==> config.mk <==
export PLATFORM = sky130hd
export DESIGN_NAME = ppc_port_cfg
export DESIGN_NICKNAME = d
export VERILOG_FILES = /design/src/core/ppc_pkg.sv /design/src/core/ppc_port_cfg.sv
export SDC_FILE = /design/constraint.sdc
export NUM_CORES = 1
export LEC_CHECK = 0
export ABC_AREA = 1
export BUFFER_PORTS_ARGS = -buffer_cell sky130_fd_sc_hd__buf_2
export CORE_MARGIN = 2
export CORE_UTILIZATION = 56
export DETAILED_ROUTE_END_ITERATION = 10
export PLACE_DENSITY = 0.85
export SETUP_SLACK_MARGIN = 0.4
export SLEW_MARGIN = 5
export SYNTH_ARGS = -nofsm -noshare
export SYNTH_HDL_FRONTEND = slang
export SYNTH_SLANG_ARGS = --single-unit
==> constraint.sdc <==
create_clock -name I_MCLK -period 2.8 [get_ports I_MCLK]
set_clock_uncertainty 0.15 [all_clocks]
set_input_delay 0.14 -clock I_MCLK [delete_from_list [all_inputs] [get_ports I_MCLK]]
set_output_delay 0.14 -clock I_MCLK [all_outputs]
set_load 0.03 [all_outputs]
==> src/core/ppc_pkg.sv <==
// Constants for the port pin configuration register block.
// Assumes an 8-bit special-function register bus with a separate page-select level.
package ppc_pkg;
  localparam logic [7:0] ADDR_PORT3_DATA   = 8'hb0;
  localparam logic [7:0] ADDR_P0_SHARED_A  = 8'hb1;
  localparam logic [7:0] ADDR_P0_SHARED_B  = 8'hb2;
  localparam logic [7:0] ADDR_P1_SHARED_A  = 8'hb3;
  localparam logic [7:0] ADDR_P1_SHARED_B  = 8'hb4;
  localparam logic [7:0] ADDR_PIN20_SETUP  = 8'hb5;
  localparam logic [7:0] RST_PORT3_DATA    = 8'h01;
  localparam logic [7:0] RST_MODE_SEL_A    = 8'hff;
  localparam logic [7:0] RST_MODE_SEL_B    = 8'h00;
  localparam logic [7:0] RST_SCHMITT       = 8'h00;
  localparam logic [7:0] RST_SLEW          = 8'h00;
  localparam logic [7:0] RST_PIN20_SETUP   = 8'h00;
  localparam int         BIT_PULLUP        = 7;
  localparam int         BIT_TIMER_B_OE    = 3;
  localparam int         BIT_TIMER_A_OE    = 2;
  localparam int         BIT_PIN20_SCHMITT = 0;
  localparam logic [7:0] PIN20_SETUP_MASK  = 8'h8d;
  localparam logic [1:0] MODE_QUASI        = 2'h0;
  localparam logic [1:0] MODE_PUSH_PULL    = 2'h1;
  localparam logic [1:0] MODE_INPUT_ONLY   = 2'h2;
  localparam logic [1:0] MODE_OPEN_DRAIN   = 2'h3;
endpackage : ppc_pkg

==> src/core/ppc_port_cfg.sv <==
// Port pin configuration registers: port 3 data bit, port 0/1 mode, Schmitt and slew, pin 2.0 setup.
// Assumes a single-cycle register strobe bus on I_MCLK and a page-select level from the core.
// How it works
// - Port 3 data bits 7..1 always read as zero.
// - Port 3 bit 0 is general I/O only with the internal oscillator.
// - Otherwise bit 0 is clock input; writes ignored, reads zero.
// - Mode bits a,b per pin: 00 quasi, 01 push-pull, 10 input, 11 open-drain.
// - Schmitt-select bit set gives Schmitt input, cleared gives TTL.
// - Slew bit set gives high-speed edges, cleared gives normal slew.
// - Mode registers at page 0, Schmitt and slew at page 1, same addresses.
// - Bit 7 enables pin 2.0 pull-up only while the reset-pin-disable bit is 0.
// - Pin 2.0 keeps its pull-up always on while the reset-pin-disable bit is 1.
// - Bit 3 routes timer B output to its pin when set.
// - Bit 2 routes timer A output to its pin when set.
// - Bit 0 selects pin 2.0 Schmitt input when set, TTL when cleared.
// - Port 3 data supports single-bit set, clear and test accesses.
//
// Local design decision: the address-and-strobe port.
`timescale 1ns/100ps
module ppc_port_cfg
  import ppc_pkg::*;
#(
  parameter int W = 8
) (
  input  wire logic         I_MCLK,
  input  wire logic         I_SYS_RST,
  input  wire logic [7:0]   I_ADDR,
  input  wire logic [7:0]   I_WDATA,
  input  wire logic         I_WR,
  input  wire logic         I_RD,
  input  wire logic         I_BIT_OP,
  input  wire logic [2:0]   I_BIT_SEL,
  input  wire logic         I_BIT_VAL,
  input  wire logic         I_PAGE,
  input  wire logic         I_INT_OSC_SEL,
  input  wire logic         I_RESET_PIN_DISABLE_CFG,
  input  wire logic         I_PORT3_BIT0_PIN,
  input  wire logic         I_TIMER_A_OUT,
  input  wire logic         I_TIMER_B_OUT,
  output logic      [7:0]   O_RDATA,
  output logic              O_BIT_RDATA,
  output logic      [2*W-1:0] O_PORT0_MODE,
  output logic      [2*W-1:0] O_PORT1_MODE,
  output logic      [W-1:0] O_PORT0_SCHMITT,
  output logic      [W-1:0] O_PORT1_SCHMITT,
  output logic      [W-1:0] O_PORT0_SLEW_FAST,
  output logic      [W-1:0] O_PORT1_SLEW_FAST,
  output logic              O_PORT3_BIT0_OUT,
  output logic              O_PORT3_GPIO_EN,
  output logic              O_EXTERNAL_CLOCK_INPUT,
  output logic              O_PIN20_PULLUP,
  output logic              O_PIN20_SCHMITT,
  output logic              O_TIMER_A_PIN,
  output logic              O_TIMER_A_PIN_OE,
  output logic              O_TIMER_B_PIN,
  output logic              O_TIMER_B_PIN_OE
);

  logic         port3_bit0_q;
  logic [W-1:0] p0_mode_a_q, p0_mode_b_q, p0_schmitt_q, p0_slew_q;
  logic [W-1:0] p1_mode_a_q, p1_mode_b_q, p1_schmitt_q, p1_slew_q;
  logic [7:0]   pin20_setup_q;
  logic         pin_meta_q, pin_sync_q;
  logic         osc_meta_q, osc_sync_q;
  logic [7:0]   rdata_d;
  logic         port3_read_bit;
  logic         page0, page1;
  logic         wr_p3_byte, wr_p3_bit;

  // The oscillator select and pin may change outside this clock, so both pass two flops.
  always_ff @(posedge I_MCLK) begin
    if (I_SYS_RST) begin
      pin_meta_q <= 1'b0;
      pin_sync_q <= 1'b0;
      osc_meta_q <= 1'b0;
      osc_sync_q <= 1'b0;
    end else begin
      pin_meta_q <= I_PORT3_BIT0_PIN;
      pin_sync_q <= pin_meta_q;
      osc_meta_q <= I_INT_OSC_SEL;
      osc_sync_q <= osc_meta_q;
    end
  end

  assign page0      = ~I_PAGE;
  assign page1      = I_PAGE;
  assign wr_p3_byte = I_WR && !I_BIT_OP && (I_ADDR == ADDR_PORT3_DATA);
  assign wr_p3_bit  = I_WR && I_BIT_OP && (I_ADDR == ADDR_PORT3_DATA) && (I_BIT_SEL == 3'h0);

  // Writes to port 3 bit 0 only land while the internal oscillator clocks the part.
  always_ff @(posedge I_MCLK) begin
    if (I_SYS_RST) begin
      port3_bit0_q <= RST_PORT3_DATA[0];
    end else if (osc_sync_q) begin
      if (wr_p3_byte) begin
        port3_bit0_q <= I_WDATA[0];
      end else if (wr_p3_bit) begin
        port3_bit0_q <= I_BIT_VAL;
      end
    end
  end

  // Mode registers share addresses with Schmitt and slew registers; the page picks the target.
  always_ff @(posedge I_MCLK) begin
    if (I_SYS_RST) begin
      p0_mode_a_q  <= RST_MODE_SEL_A;
      p0_mode_b_q  <= RST_MODE_SEL_B;
      p0_schmitt_q <= RST_SCHMITT;
      p0_slew_q    <= RST_SLEW;
      p1_mode_a_q  <= RST_MODE_SEL_A;
      p1_mode_b_q  <= RST_MODE_SEL_B;
      p1_schmitt_q <= RST_SCHMITT;
      p1_slew_q    <= RST_SLEW;
    end else if (I_WR && !I_BIT_OP) begin
      case (I_ADDR)
        ADDR_P0_SHARED_A: begin
          if (page0) p0_mode_a_q <= I_WDATA;
          else p0_schmitt_q <= I_WDATA;
        end
        ADDR_P0_SHARED_B: begin
          if (page0) p0_mode_b_q <= I_WDATA;
          else p0_slew_q <= I_WDATA;
        end
        ADDR_P1_SHARED_A: begin
          if (page0) p1_mode_a_q <= I_WDATA;
          else p1_schmitt_q <= I_WDATA;
        end
        ADDR_P1_SHARED_B: begin
          if (page0) p1_mode_b_q <= I_WDATA;
          else p1_slew_q <= I_WDATA;
        end
        default: begin
        end
      endcase
    end
  end

  always_ff @(posedge I_MCLK) begin
    if (I_SYS_RST) begin
      pin20_setup_q <= RST_PIN20_SETUP;
    end else if (I_WR && !I_BIT_OP && I_ADDR == ADDR_PIN20_SETUP) begin
      pin20_setup_q <= I_WDATA & PIN20_SETUP_MASK;
    end
  end

  // Port 3 reads show the pin while in general I/O use, zero when it is the clock input.
  assign port3_read_bit = osc_sync_q & pin_sync_q;

  always_comb begin
    rdata_d = 8'h00;
    case (I_ADDR)
      ADDR_PORT3_DATA:  rdata_d = {7'h00, port3_read_bit};
      ADDR_P0_SHARED_A: rdata_d = page1 ? p0_schmitt_q : p0_mode_a_q;
      ADDR_P0_SHARED_B: rdata_d = page1 ? p0_slew_q : p0_mode_b_q;
      ADDR_P1_SHARED_A: rdata_d = page1 ? p1_schmitt_q : p1_mode_a_q;
      ADDR_P1_SHARED_B: rdata_d = page1 ? p1_slew_q : p1_mode_b_q;
      ADDR_PIN20_SETUP: rdata_d = pin20_setup_q;
      default:          rdata_d = 8'h00;
    endcase
  end

  always_ff @(posedge I_MCLK) begin
    if (I_SYS_RST) begin
      O_RDATA     <= 8'h00;
      O_BIT_RDATA <= 1'b0;
    end else begin
      O_RDATA     <= I_RD ? rdata_d : 8'h00;
      O_BIT_RDATA <= I_RD && I_BIT_OP && (I_ADDR == ADDR_PORT3_DATA) && (I_BIT_SEL == 3'h0)
                     && port3_read_bit;
    end
  end

  // Each pin's mode is a then b, giving the two-bit mode code.
  for (genvar n = 0; n < W; n++) begin : g_mode
    assign O_PORT0_MODE[2*n+1:2*n] = {p0_mode_a_q[n], p0_mode_b_q[n]};
    assign O_PORT1_MODE[2*n+1:2*n] = {p1_mode_a_q[n], p1_mode_b_q[n]};
  end

  assign O_PORT0_SCHMITT   = p0_schmitt_q;
  assign O_PORT1_SCHMITT   = p1_schmitt_q;
  assign O_PORT0_SLEW_FAST = p0_slew_q;
  assign O_PORT1_SLEW_FAST = p1_slew_q;

  assign O_PORT3_BIT0_OUT       = port3_bit0_q;
  assign O_PORT3_GPIO_EN        = osc_sync_q;
  assign O_EXTERNAL_CLOCK_INPUT = ~osc_sync_q;

  // A set reset-pin-disable bit forces the pull-up on, whatever bit 7 holds.
  assign O_PIN20_PULLUP  = I_RESET_PIN_DISABLE_CFG | pin20_setup_q[BIT_PULLUP];
  assign O_PIN20_SCHMITT = pin20_setup_q[BIT_PIN20_SCHMITT];

  // Timer outputs in counter mode would fight the count input; software must avoid that.
  assign O_TIMER_A_PIN_OE = pin20_setup_q[BIT_TIMER_A_OE];
  assign O_TIMER_A_PIN    = O_TIMER_A_PIN_OE & I_TIMER_A_OUT;
  assign O_TIMER_B_PIN_OE = pin20_setup_q[BIT_TIMER_B_OE];
  assign O_TIMER_B_PIN    = O_TIMER_B_PIN_OE & I_TIMER_B_OUT;

  property p_port3_high_zero;
    @(posedge I_MCLK) disable iff (I_SYS_RST)
      $past(I_RD) |-> O_RDATA[7:1] == 7'h00 || $past(I_ADDR) != ADDR_PORT3_DATA;
  endproperty
  a_port3_high_zero: assert property (p_port3_high_zero) else $error("port3 high bits not zero");

  property p_ext_clk_read_zero;
    @(posedge I_MCLK) disable iff (I_SYS_RST)
      (I_RD && I_ADDR == ADDR_PORT3_DATA && !osc_sync_q) |=> O_RDATA == 8'h00;
  endproperty
  a_ext_clk_read_zero: assert property (p_ext_clk_read_zero) else $error("port3 read not zero on ext clock");

  property p_ext_clk_write_ignored;
    @(posedge I_MCLK) disable iff (I_SYS_RST) !osc_sync_q |=> $stable(port3_bit0_q);
  endproperty
  a_ext_clk_write_ignored: assert property (p_ext_clk_write_ignored) else $error("ext clock write landed");

  property p_gpio_write;
    @(posedge I_MCLK) disable iff (I_SYS_RST) (osc_sync_q && wr_p3_byte) |=> port3_bit0_q == $past(I_WDATA[0]);
  endproperty
  a_gpio_write: assert property (p_gpio_write) else $error("port3 write lost");

  property p_mode_pair;
    @(posedge I_MCLK) disable iff (I_SYS_RST) O_PORT0_MODE[1:0] == {p0_mode_a_q[0], p0_mode_b_q[0]};
  endproperty
  a_mode_pair: assert property (p_mode_pair) else $error("mode pair order wrong");

  property p_page1_write;
    @(posedge I_MCLK) disable iff (I_SYS_RST)
      (I_WR && !I_BIT_OP && page1 && I_ADDR == ADDR_P0_SHARED_B)
      |=> p0_slew_q == $past(I_WDATA) && $stable(p0_mode_b_q);
  endproperty
  a_page1_write: assert property (p_page1_write) else $error("page1 write misrouted");

  property p_pullup_reset_pin;
    @(posedge I_MCLK) disable iff (I_SYS_RST) I_RESET_PIN_DISABLE_CFG |-> O_PIN20_PULLUP;
  endproperty
  a_pullup_reset_pin: assert property (p_pullup_reset_pin) else $error("reset pin pull-up off");

  property p_timer_b_gate;
    @(posedge I_MCLK) disable iff (I_SYS_RST) !pin20_setup_q[BIT_TIMER_B_OE] |-> !O_TIMER_B_PIN && !O_TIMER_B_PIN_OE;
  endproperty
  a_timer_b_gate: assert property (p_timer_b_gate) else $error("timer B output leaks");

  property p_bit_set;
    @(posedge I_MCLK) disable iff (I_SYS_RST) (osc_sync_q && wr_p3_bit) |=> port3_bit0_q == $past(I_BIT_VAL);
  endproperty
  a_bit_set: assert property (p_bit_set) else $error("bit write lost");

  property p_port3_read_pin;
    @(posedge I_MCLK) disable iff (I_SYS_RST)
      (I_RD && I_ADDR == ADDR_PORT3_DATA && osc_sync_q) |=> O_RDATA == {7'h00, $past(pin_sync_q)};
  endproperty
  a_port3_read_pin: assert property (p_port3_read_pin) else $error("port3 read lost pin level");

  property p_clock_pin_exclusive;
    @(posedge I_MCLK) disable iff (I_SYS_RST) O_EXTERNAL_CLOCK_INPUT == !O_PORT3_GPIO_EN;
  endproperty
  a_clock_pin_exclusive: assert property (p_clock_pin_exclusive) else $error("pin both clock and gpio");

  property p_ext_clk_bit_zero;
    @(posedge I_MCLK) disable iff (I_SYS_RST)
      (I_RD && I_BIT_OP && I_ADDR == ADDR_PORT3_DATA && !osc_sync_q) |=> !O_BIT_RDATA;
  endproperty
  a_ext_clk_bit_zero: assert property (p_ext_clk_bit_zero) else $error("bit test not zero on ext clock");

  property p_mode_pair_top;
    @(posedge I_MCLK) disable iff (I_SYS_RST)
      O_PORT1_MODE[2*W-1:2*W-2] == {p1_mode_a_q[W-1], p1_mode_b_q[W-1]};
  endproperty
  a_mode_pair_top: assert property (p_mode_pair_top) else $error("top pin mode pair wrong");

  property p_mode_open_drain;
    @(posedge I_MCLK) disable iff (I_SYS_RST)
      (p0_mode_a_q[0] && p0_mode_b_q[0]) |-> O_PORT0_MODE[1:0] == MODE_OPEN_DRAIN;
  endproperty
  a_mode_open_drain: assert property (p_mode_open_drain) else $error("open-drain code wrong");

  property p_mode_input_only;
    @(posedge I_MCLK) disable iff (I_SYS_RST)
      (p1_mode_a_q[0] && !p1_mode_b_q[0]) |-> O_PORT1_MODE[1:0] == MODE_INPUT_ONLY;
  endproperty
  a_mode_input_only: assert property (p_mode_input_only) else $error("input-only code wrong");

  property p_mode_quasi;
    @(posedge I_MCLK) disable iff (I_SYS_RST)
      (!p0_mode_a_q[W-1] && !p0_mode_b_q[W-1]) |-> O_PORT0_MODE[2*W-1:2*W-2] == MODE_QUASI;
  endproperty
  a_mode_quasi: assert property (p_mode_quasi) else $error("quasi code wrong");

  property p_schmitt_write;
    @(posedge I_MCLK) disable iff (I_SYS_RST)
      (I_WR && !I_BIT_OP && page1 && I_ADDR == ADDR_P1_SHARED_A) |=> O_PORT1_SCHMITT == $past(I_WDATA);
  endproperty
  a_schmitt_write: assert property (p_schmitt_write) else $error("schmitt select write lost");

  property p_slew_write;
    @(posedge I_MCLK) disable iff (I_SYS_RST)
      (I_WR && !I_BIT_OP && page1 && I_ADDR == ADDR_P1_SHARED_B) |=> O_PORT1_SLEW_FAST == $past(I_WDATA);
  endproperty
  a_slew_write: assert property (p_slew_write) else $error("slew select write lost");

  property p_page0_write;
    @(posedge I_MCLK) disable iff (I_SYS_RST)
      (I_WR && !I_BIT_OP && page0 && I_ADDR == ADDR_P0_SHARED_A)
      |=> p0_mode_a_q == $past(I_WDATA) && $stable(p0_schmitt_q);
  endproperty
  a_page0_write: assert property (p_page0_write) else $error("page0 write misrouted");

  property p_page1_read;
    @(posedge I_MCLK) disable iff (I_SYS_RST)
      (I_RD && page1 && I_ADDR == ADDR_P1_SHARED_B) |=> O_RDATA == $past(p1_slew_q);
  endproperty
  a_page1_read: assert property (p_page1_read) else $error("page1 read misrouted");

  property p_unmapped_read;
    @(posedge I_MCLK) disable iff (I_SYS_RST)
      (I_RD && (I_ADDR < ADDR_PORT3_DATA || I_ADDR > ADDR_PIN20_SETUP)) |=> O_RDATA == 8'h00;
  endproperty
  a_unmapped_read: assert property (p_unmapped_read) else $error("unmapped read not zero");

  property p_rdata_idle;
    @(posedge I_MCLK) disable iff (I_SYS_RST) !I_RD |=> O_RDATA == 8'h00 && !O_BIT_RDATA;
  endproperty
  a_rdata_idle: assert property (p_rdata_idle) else $error("read data held past its cycle");

  property p_pullup_bit;
    @(posedge I_MCLK) disable iff (I_SYS_RST)
      !I_RESET_PIN_DISABLE_CFG |-> O_PIN20_PULLUP == pin20_setup_q[BIT_PULLUP];
  endproperty
  a_pullup_bit: assert property (p_pullup_bit) else $error("pull-up ignores its enable bit");

  property p_timer_a_gate;
    @(posedge I_MCLK) disable iff (I_SYS_RST) !pin20_setup_q[BIT_TIMER_A_OE] |-> !O_TIMER_A_PIN && !O_TIMER_A_PIN_OE;
  endproperty
  a_timer_a_gate: assert property (p_timer_a_gate) else $error("timer A output leaks");

  property p_timer_a_route;
    @(posedge I_MCLK) disable iff (I_SYS_RST)
      pin20_setup_q[BIT_TIMER_A_OE] |-> O_TIMER_A_PIN_OE && O_TIMER_A_PIN == I_TIMER_A_OUT;
  endproperty
  a_timer_a_route: assert property (p_timer_a_route) else $error("timer A output not routed");

  property p_timer_b_route;
    @(posedge I_MCLK) disable iff (I_SYS_RST)
      pin20_setup_q[BIT_TIMER_B_OE] |-> O_TIMER_B_PIN_OE && O_TIMER_B_PIN == I_TIMER_B_OUT;
  endproperty
  a_timer_b_route: assert property (p_timer_b_route) else $error("timer B output not routed");

  property p_pin20_schmitt_write;
    @(posedge I_MCLK) disable iff (I_SYS_RST)
      (I_WR && !I_BIT_OP && I_ADDR == ADDR_PIN20_SETUP) |=> O_PIN20_SCHMITT == $past(I_WDATA[BIT_PIN20_SCHMITT]);
  endproperty
  a_pin20_schmitt_write: assert property (p_pin20_schmitt_write) else $error("pin 2.0 schmitt write lost");

  property p_bit_test;
    @(posedge I_MCLK) disable iff (I_SYS_RST)
      (I_RD && I_BIT_OP && I_ADDR == ADDR_PORT3_DATA && I_BIT_SEL == 3'h0) |=> O_BIT_RDATA == $past(port3_read_bit);
  endproperty
  a_bit_test: assert property (p_bit_test) else $error("bit test result wrong");

  property p_bit_write_other;
    @(posedge I_MCLK) disable iff (I_SYS_RST) (I_WR && I_BIT_OP && I_BIT_SEL != 3'h0) |=> $stable(port3_bit0_q);
  endproperty
  a_bit_write_other: assert property (p_bit_write_other) else $error("bit write hit bit 0");

  property p_bit_op_byte_regs;
    @(posedge I_MCLK) disable iff (I_SYS_RST)
      (I_WR && I_BIT_OP) |=> $stable(p0_mode_a_q) && $stable(pin20_setup_q);
  endproperty
  a_bit_op_byte_regs: assert property (p_bit_op_byte_regs) else $error("bit access changed a byte register");

  property p_bit_high_zero;
    @(posedge I_MCLK) disable iff (I_SYS_RST)
      (I_RD && I_BIT_OP && I_ADDR == ADDR_PORT3_DATA && I_BIT_SEL != 3'h0) |=> !O_BIT_RDATA;
  endproperty
  a_bit_high_zero: assert property (p_bit_high_zero) else $error("high bit test not zero");

  property p_page0_steer;
    @(posedge I_MCLK) disable iff (I_SYS_RST)
      (I_WR && !I_BIT_OP && page0 && I_ADDR == ADDR_P1_SHARED_B) |=> $stable(p1_slew_q);
  endproperty
  a_page0_steer: assert property (p_page0_steer) else $error("page0 write reached page1");

  property p_port3_hold;
    @(posedge I_MCLK) disable iff (I_SYS_RST) (!wr_p3_byte && !wr_p3_bit) |=> $stable(port3_bit0_q);
  endproperty
  a_port3_hold: assert property (p_port3_hold) else $error("port3 bit changed with no write");

endmodule : ppc_port_cfg

==> Yosys cells after proc, flatten, opt, wreduce, memory -nomap -nowiden <==
Cells that the tools add are included.
{ "word_totals": {"regBits": 82, "latchBits": 0, "ram_bits": 0, "mem_bits_ro": 0, "inputBits": 31, "out_inout_bits": 82, "elab_cells": 59, "memories": 0} }
{ "classes": {"addsub": 0, "multipliers": 0, "div": 0, "magnitude_cmp": 0, "n_eq_ne": 6, "n_shift": 0, "n_mux": 7, "bitwise_logic": 7, "n_reduce_logical": 23} }
{ "ops": {"columns": ["op", "count"], "rows": [
  ["equality test 8 bit (second input constant)", 6],
  ["one-hot mux 8 bit (6 select lines)", 1],
  ["2-to-1 mux 8 bit", 4],
  ["AND reduction 3 bit", 8],
  ["logical AND 1 bit", 10],
  ["AND 1 bit", 3],
  ["zero test 3 bit", 1],
  ["inverter 1 bit", 3],
  ["2-to-1 mux 1 bit", 2],
  ["AND reduction 2 bit", 1],
  ["nonzero test 2 bit", 1],
  ["OR reduction 2 bit", 1],
  ["zero test 1 bit", 1],
  ["OR 1 bit", 1]
]} }

==> Depth between registers and ports, before layout <==
Gate-level depths: netlist (run 1).
{ "depth": {"depth_word": 5, "depth_mapped": 9, "depth_no_buf": 8} }

==> Worst setup path before layout (run 1) <==
OpenSTA, ideal clock, no wires.
{ "synth_path": {"kind": "input to register", "startpoint": "input port I_ADDR[6]", "endpoint": "register p0_mode_b_q[5]", "setup_ns": 0.119, "arrival_ns": 1.027, "t_required_ns": 2.531, "slack_ns": 1.503, "cell_stages": 8, "path_buffers": 2, "path_cell_list": "inv_2 > nand2_1 > nor2_8 > buf_12 > nand3_4 > buf_2 > o21ai_1 > a21oi_1"} }
{ "synth_via": {"elab_chain_len": 2} }
{ "synth_rtl": {"columns": ["element", "line", "source"], "rows": [
  ["start, declared", "ppc_port_cfg.sv:27", "input wire logic [7:0] I_ADDR,"],
  ["equality test 8 bit", "ppc_port_cfg.sv:115", "case (I_ADDR)"],
  ["AND reduction 3 bit (no line)", null, null],
  ["end signal, assigned", "ppc_port_cfg.sv:107", "p0_mode_b_q <= RST_MODE_SEL_B;"],
  ["end signal, assigned", "ppc_port_cfg.sv:121", "if (page0) p0_mode_b_q <= I_WDATA;"],
  ["end, declared", "ppc_port_cfg.sv:60", "logic [W-1:0] p0_mode_a_q, p0_mode_b_q, p0_schmitt_q, p0_slew_q;"]
]} }
Every way passes these cells.
A chain may end at the register's enable or synchronous reset.

==> Final worst setup path (run 1) <==
{ "layout_path": {"startpoint": "input port I_BIT_OP", "endpoint": "register p0_mode_a_q[2]"} }
{ "layout_via": {"elab_chain_len": 3} }
{ "layout_rtl": {"columns": ["element", "line", "source"], "rows": [
  ["start, declared", "ppc_port_cfg.sv:31", "input wire logic I_BIT_OP,"],
  ["zero test 1 bit", "ppc_port_cfg.sv:114", "end else if (I_WR && !I_BIT_OP) begin"],
  ["logical AND 1 bit", "ppc_port_cfg.sv:114", null],
  ["AND reduction 3 bit (no line)", null, null],
  ["end signal, assigned", "ppc_port_cfg.sv:106", "p0_mode_a_q <= RST_MODE_SEL_A;"],
  ["end signal, assigned", "ppc_port_cfg.sv:117", "if (page0) p0_mode_a_q <= I_WDATA;"],
  ["end, declared", "ppc_port_cfg.sv:60", null]
]} }
Every way passes these cells.

==> results.yml, run 1 <==
sta:
  fin_crit_sh_pct: 74.83
  slew_headroom_pct: 54.81
  hold_viol_final: 0
  hold-worst-slack_ns: 0.01070
  period_needed_ns: 2.095
  maxSlewViolCount: 0
  finalSetupViolations: 0
  rsz0062_at_grt: "no"
  worst_slew_pin_slew_ns: 0.6779
  max_freq_ghz: 0.4773
  tns_ns: 0
critical_path:
  criticalPathCategory: "in2reg"
  endpoint_kind: "flip-flop"
  slowest_delay_ns: 0.53
  start_kind: "input pin"
  worstPathRequired_ns: 2.86
  crit_top_cell: "inv_2"
  reg2regPathDepth: 5
  worstPathArrival_ns: 2.16
  cp_num_buf_inv: 5
  crit_slowest_cell: "dlygate4sd3_1"
  crit_chain: "dlygate4sd3_1 > buf_2 > inv_2 > nand2_2 > nor2_4 > inv_2 > nor2_1 > inv_1 > nand2_1 > nand3_1"
  timing.critical_path.depth: 10
  cp_top_family: "buffers and inverters"
  cp_max_fo: 11
yosys:
  synth_area_um2: 3841
  synth_cell_types: 26
  synth_warnings: 0
  ys_top_cells_by_area: "dfxtp_1 (43%), nand2_1 (8.4%), a21oi_1 (8.1%), inv_1 (6.9%), o21ai_0 (6.8%)"
  syn-num-nets: 558
  yosys.area.top_type_share_pct: 42.74
  ys_ff_latch: 82
  synthesis.instances: 527
  synth-edff-count: 0
  yosysSeqAreaShare_pct: 42.74
  synth_flop_cell: "dfxtp_1"
  yosysTopAreaCell: "dfxtp_1"
  syn_area_per_cell_um2: 7.289
  async_flop_share_pct: 0
drt:
  finalWirelength_um: 10270
  first_pass_iters: 5
  ant_nets: 0
  vias: 3884
  vias_per_cell: 5.394
  drcViolationCount: 0
  drt_iter0_markers: 296
  post_drt_wl_per_cell_um: 14.26
floorplanning:
  initial_core_util_pct: 57.17
  die_width_um: 86.82
  num_rows: 30
  pin_count: 113
  core-area_um2: 6719
  die_h_um: 86.82
  die-area_um2: 7538
cells_and_area:
  layout_commonest_cell: "buf_2"
  syn_to_final_growth_pct: 20.36
  layout_common_cells: "buf_2 (112), nand2_1 (86), dfxtp_1 (82)"
  drive_gt1_share_pct: 24.69
  diodes: 0
  final_cells: 720
  stdcell_area_um2: 4623
  finish.net_count: 667
  fillerInstances: 595
clock_tree:
  cts_buffers: 9
  clock-sinks: 82
  clockBufferDepth: 2
  clk_pin_slew_ns: 0.08
  htree_num_levels: 3
  worstSkewPairLatency_ns: 0.35
  cts-root-buf: "clkbuf_8"
  cts_setup_buffers: 0
  cts_tree: "done"
place:
  hpwl_um: 7365
  port_buffers: 112
  gp_congestion: 0.9371
  placed_area_um2: 4352
  dp.cells: 695
hold_path:
  whs_path_depth: 3
  hp-class: "in2reg"
pwr:
  max-vdd-ir-drop_uv: 323.3
  cellPowerDensity_nw_per_um2: 455.0
  p_leak_uw: 0.002123
  power.total_uw: 2104
global_routing:
  grtUsageTotal_pct: 27.36
  antenna_found_initial: 0
  grt_start_max_net_pins: 66
  grt_pass1_vias: 3394
  grt_overflow: 0
  grt_first_pass_wirelength_um: 16070
job:
  drv_cap: 0
outcome:
  status: "completed"
-- worst reg2reg max path, cell delays in order, from the launching register on --
cell           delay [ns]
dfxtp_1              0.37
nand2_1              0.07
inv_1                0.07
nand3_2              0.09
nor4_2               0.13
dlygate4sd3_1        0.57
-- power breakdown --
group	switching (uW)	internal [uW]	leakage, uW
clock network	400	365	0.0000855
logic	116	52.2	0.00138
registers	1.59	1170	0.000662
total	518	1590	0.00212
-- logic make-up after synthesis --
| kind of cell | count (synthesis) | synth area share, % |
|---|---|---|
| DFF | 82 | 42.74 |
| and+or+nand+nor | 189 | 25.21 |
| AOI/OAI and AO/OA | 149 | 19.74 |
| buffers and inverters | 107 | 12.31 |
-- cell type report --
class                           instances  area [um2]  share of cell area (%)
Clock buffer                           13       158.9                   3.437
Clock inverter                          2       12.51                  0.2706
Inverter                               80       300.3                   6.495
Multi-Input combinational cell        338        1727                   37.35
Sequential cell                        82        1642                   35.51
Tap cell                               80       100.1                   2.165
Timing Repair Buffer                  125       683.2                   14.78
-- sequential cells by signal (all words and copies together) (netlist names) --
signal,count
p0_mode_b_q,8
O_PORT1_SCHMITT,8
pin_sync_q,1
O_PORT0_SLEW_FAST,8
p0_mode_a_q,8
p1_mode_b_q,8
O_RDATA,8
osc_meta_q,1
O_PORT1_SLEW_FAST,8
O_BIT_RDATA,1
O_PORT3_GPIO_EN,1
O_PORT3_BIT0_OUT,1
pin_meta_q,1
p1_mode_a_q,8
O_PORT0_SCHMITT,8
pin20_setup_q,4
-- layer usage --
metal	global-route usage [%]	routed length, um
met1	36.58	4424
met2	44.27	4869
met3	6.000	836
met4	8.239	139
met5	0	0
-- through the flow --
stage / worst slack (ns) / utilization, %
2_1_floorplan: 1.503 / -
3_3_place_gp: 0.7489 / 64.77
3_5_place_dp: 0.6904 / 64.77
4_1_cts: 0.7375 / 68.81
5_1_grt: 0.5431 / 68.81
6_report: 0.7047 / 68.81
-- repair_timing --
item                                    in CTS  in global routing
gates resized for setup                      0                  0
endpoints found under the hold margin        9                  0
hold buffers                                10                  0
endpoints found under the setup margin       0                  0
-- cell usage after synthesis, drive strengths merged (4+ instances only) --
master / instances
clkbuf: 8
nand2: 91
dfxtp: 82
o21a: 4
inv: 80
nor2: 36
a21oi: 62
o21ai: 82
buf: 19
nand3: 58
-- final timing paths --
| kind | startpoint | to | slack [ns] |
|---|---|---|---|
| max | I_BIT_OP | p0_mode_a_q[2] | 0.70 |
| min | I_WDATA[4] | p1_mode_a_q[4] | 0.01 |
| max reg2reg | O_PORT3_GPIO_EN | O_BIT_RDATA | 1.29 |
| min reg2reg | pin_meta_q | pin_sync_q | 0.26 |
(Power assumes the default switching activity.)
==> run 2: changes to the inputs <==
--- a/config.mk
+++ b/config.mk
@@ -8,9 +8,9 @@
 export ABC_AREA = 1
 export BUFFER_PORTS_ARGS = -buffer_cell sky130_fd_sc_hd__buf_2
 export CORE_MARGIN = 2
-export CORE_UTILIZATION = 56
+export CORE_UTILIZATION = 47
 export DETAILED_ROUTE_END_ITERATION = 10
-export PLACE_DENSITY = 0.85
+export PLACE_DENSITY = 0.76
 export SETUP_SLACK_MARGIN = 0.4
 export SLEW_MARGIN = 5
 export SYNTH_ARGS = -nofsm -noshare
==> constraint.sdc (replaced) <==
create_clock -name I_MCLK -period 1.69 [get_ports I_MCLK]
set_clock_uncertainty 0.15 [all_clocks]
set_input_delay 0.0845 -clock I_MCLK [delete_from_list [all_inputs] [get_ports I_MCLK]]
set_output_delay 0.0845 -clock I_MCLK [all_outputs]
set_load 0.03 [all_outputs]
==> results.yml, run 2 (same netlist as run 1, synthesis figures left out) <==
clock_tree:
  worstSkewPairLatency_ns: 0.36
  cts-root-buf: "clkbuf_8"
  clock-sinks: 82
  cts_tree: "done"
  htree_num_levels: 3
  clockBufferDepth: 2
  clk_pin_slew_ns: 0.08
  cts_buffers: 9
cells_and_area:
  fillerInstances: 690
  stdcell_area_um2: 4908
  regArea_um2: 1647
  layout_commonest_cell: "buf_2"
  multi_input_comb_area_um2: 1744
  final_cells: 765
  layout_common_cells: "buf_2 (111), nand2_1 (86), dfxtp_1 (78)"
  drive_gt1_share_pct: 27.00
  finish.net_count: 689
  diodes: 0
  syn_to_final_growth_pct: 27.79
place:
  placed_area_um2: 4459
  dp.cells: 726
  port_buffers: 112
  place_ws_ns: 0.1789
  gp_congestion: 0.8987
  hpwl_um: 7787
global_routing:
  grtUsageTotal_pct: 25.39
  antenna_found_initial: 0
  grt_start_max_net_pins: 42
  grt_pass1_vias: 3455
  grt_first_pass_wirelength_um: 17350
  grt_overflow: 0
drt:
  vias_per_cell: 5.133
  ant_nets: 0
  first_pass_iters: 5
  drt_iter0_markers: 363
  drcViolationCount: 0
  post_drt_wl_per_cell_um: 14.44
  vias: 3927
  finalWirelength_um: 11050
pwr:
  max-vdd-ir-drop_uv: 354.3
  p_leak_uw: 0.002247
  cellPowerDensity_nw_per_um2: 736.4
sta:
  setup_slack_ns: 0.4162
  max_freq_ghz: 0.7851
  slew_headroom_pct: 73.17
  period_needed_ns: 1.274
  rsz0062_at_grt: "yes"
  tns_ns: 0
  fin_crit_sh_pct: 75.37
  finalSetupViolations: 0
  hold_viol_final: 0
  worst_slew_pin_slew_ns: 0.4010
  maxSlewViolCount: 0
critical_path:
  criticalPathCategory: "reg2out"
  worstPathRequired_ns: 1.46
  worstPathArrival_ns: 1.04
  endpoint_kind: "primary output"
  start_kind: "flip-flop"
  cp_max_fo: 2
job:
  drv_cap: 0
floorplanning:
  initial_core_util_pct: 49.20
  die_width_um: 94.41
  core-area_um2: 7807
  die-area_um2: 8912
  die_h_um: 94.41
  num_rows: 32
  pin_count: 113
hold_path:
  hp-class: "in2reg"
outcome:
  status: "completed"
-- run 2: where the power goes --
part / switching (uW) / internal (uW)
sequential: 2.63 / 1940
combinational: 205 / 119
clock: 736 / 616
total: 944 / 2670
-- run 2: path summary, 6_finish.rpt --
path / startpoint / endpoint / slack, ns / cells after the start
setup / recovery: pin20_setup_q[7] / O_PIN20_PULLUP / 0.42 / 2
hold / removal: I_ADDR[3] / O_PORT3_BIT0_OUT / 0.04 / 7
setup reg to reg: O_PORT1_SLEW_FAST[4] / O_RDATA[4] / 0.47 / 6
hold reg to reg: osc_meta_q / O_PORT3_GPIO_EN / 0.25 / 2
-- run 2: stage by stage --
stage	utilization, %	power, uW	hold WS (ns)
after floorplan	-	2153	0.04147
after global placement	57.12	2252	0.1434
after detailed placement	57.12	2256	0.1459
after CTS	62.56	3609	0.02645
after global routing	62.87	3747	0.07575
final	62.87	3615	0.04144
-- run 2: final cells by class --
type	instances	area share [%]
Clock buffer	11	3.084
Clock inverter	5	0.7392
Inverter	80	6.118
Multi-Input combinational cell	338	35.53
Sequential cell	82	33.55
Tap cell	102	2.600
Timing Repair Buffer	147	18.38
-- run 2: critical path, stage by stage, from the launching register on --
cell and delay (ns):
dfxtp_2 0.33, or2_4 0.22, buf_6 0.13
-- run 2: what timing repair did --
action / 4_1_cts / 5_1_grt
resized for setup: 4 / 19
cloned: 0 / 0
endpoints found under the hold margin: 54 / 0
pin swaps: 1 / 1
buffers inserted: 1 / 0
hold buffers: 22 / 0
setup endpoints to repair: 1 / 9
-- run 2: per-layer routing --
metal | GRT usage (%) | routed length (um) | vias to the layer above
met5 | 0 | 0 | -
met4 | 10.87 | 288 | 0
met3 | 6.145 | 951 | 22
met2 | 39.05 | 5076 | 167
met1 | 34.10 | 4732 | 1768
li1 | - | - | 1970
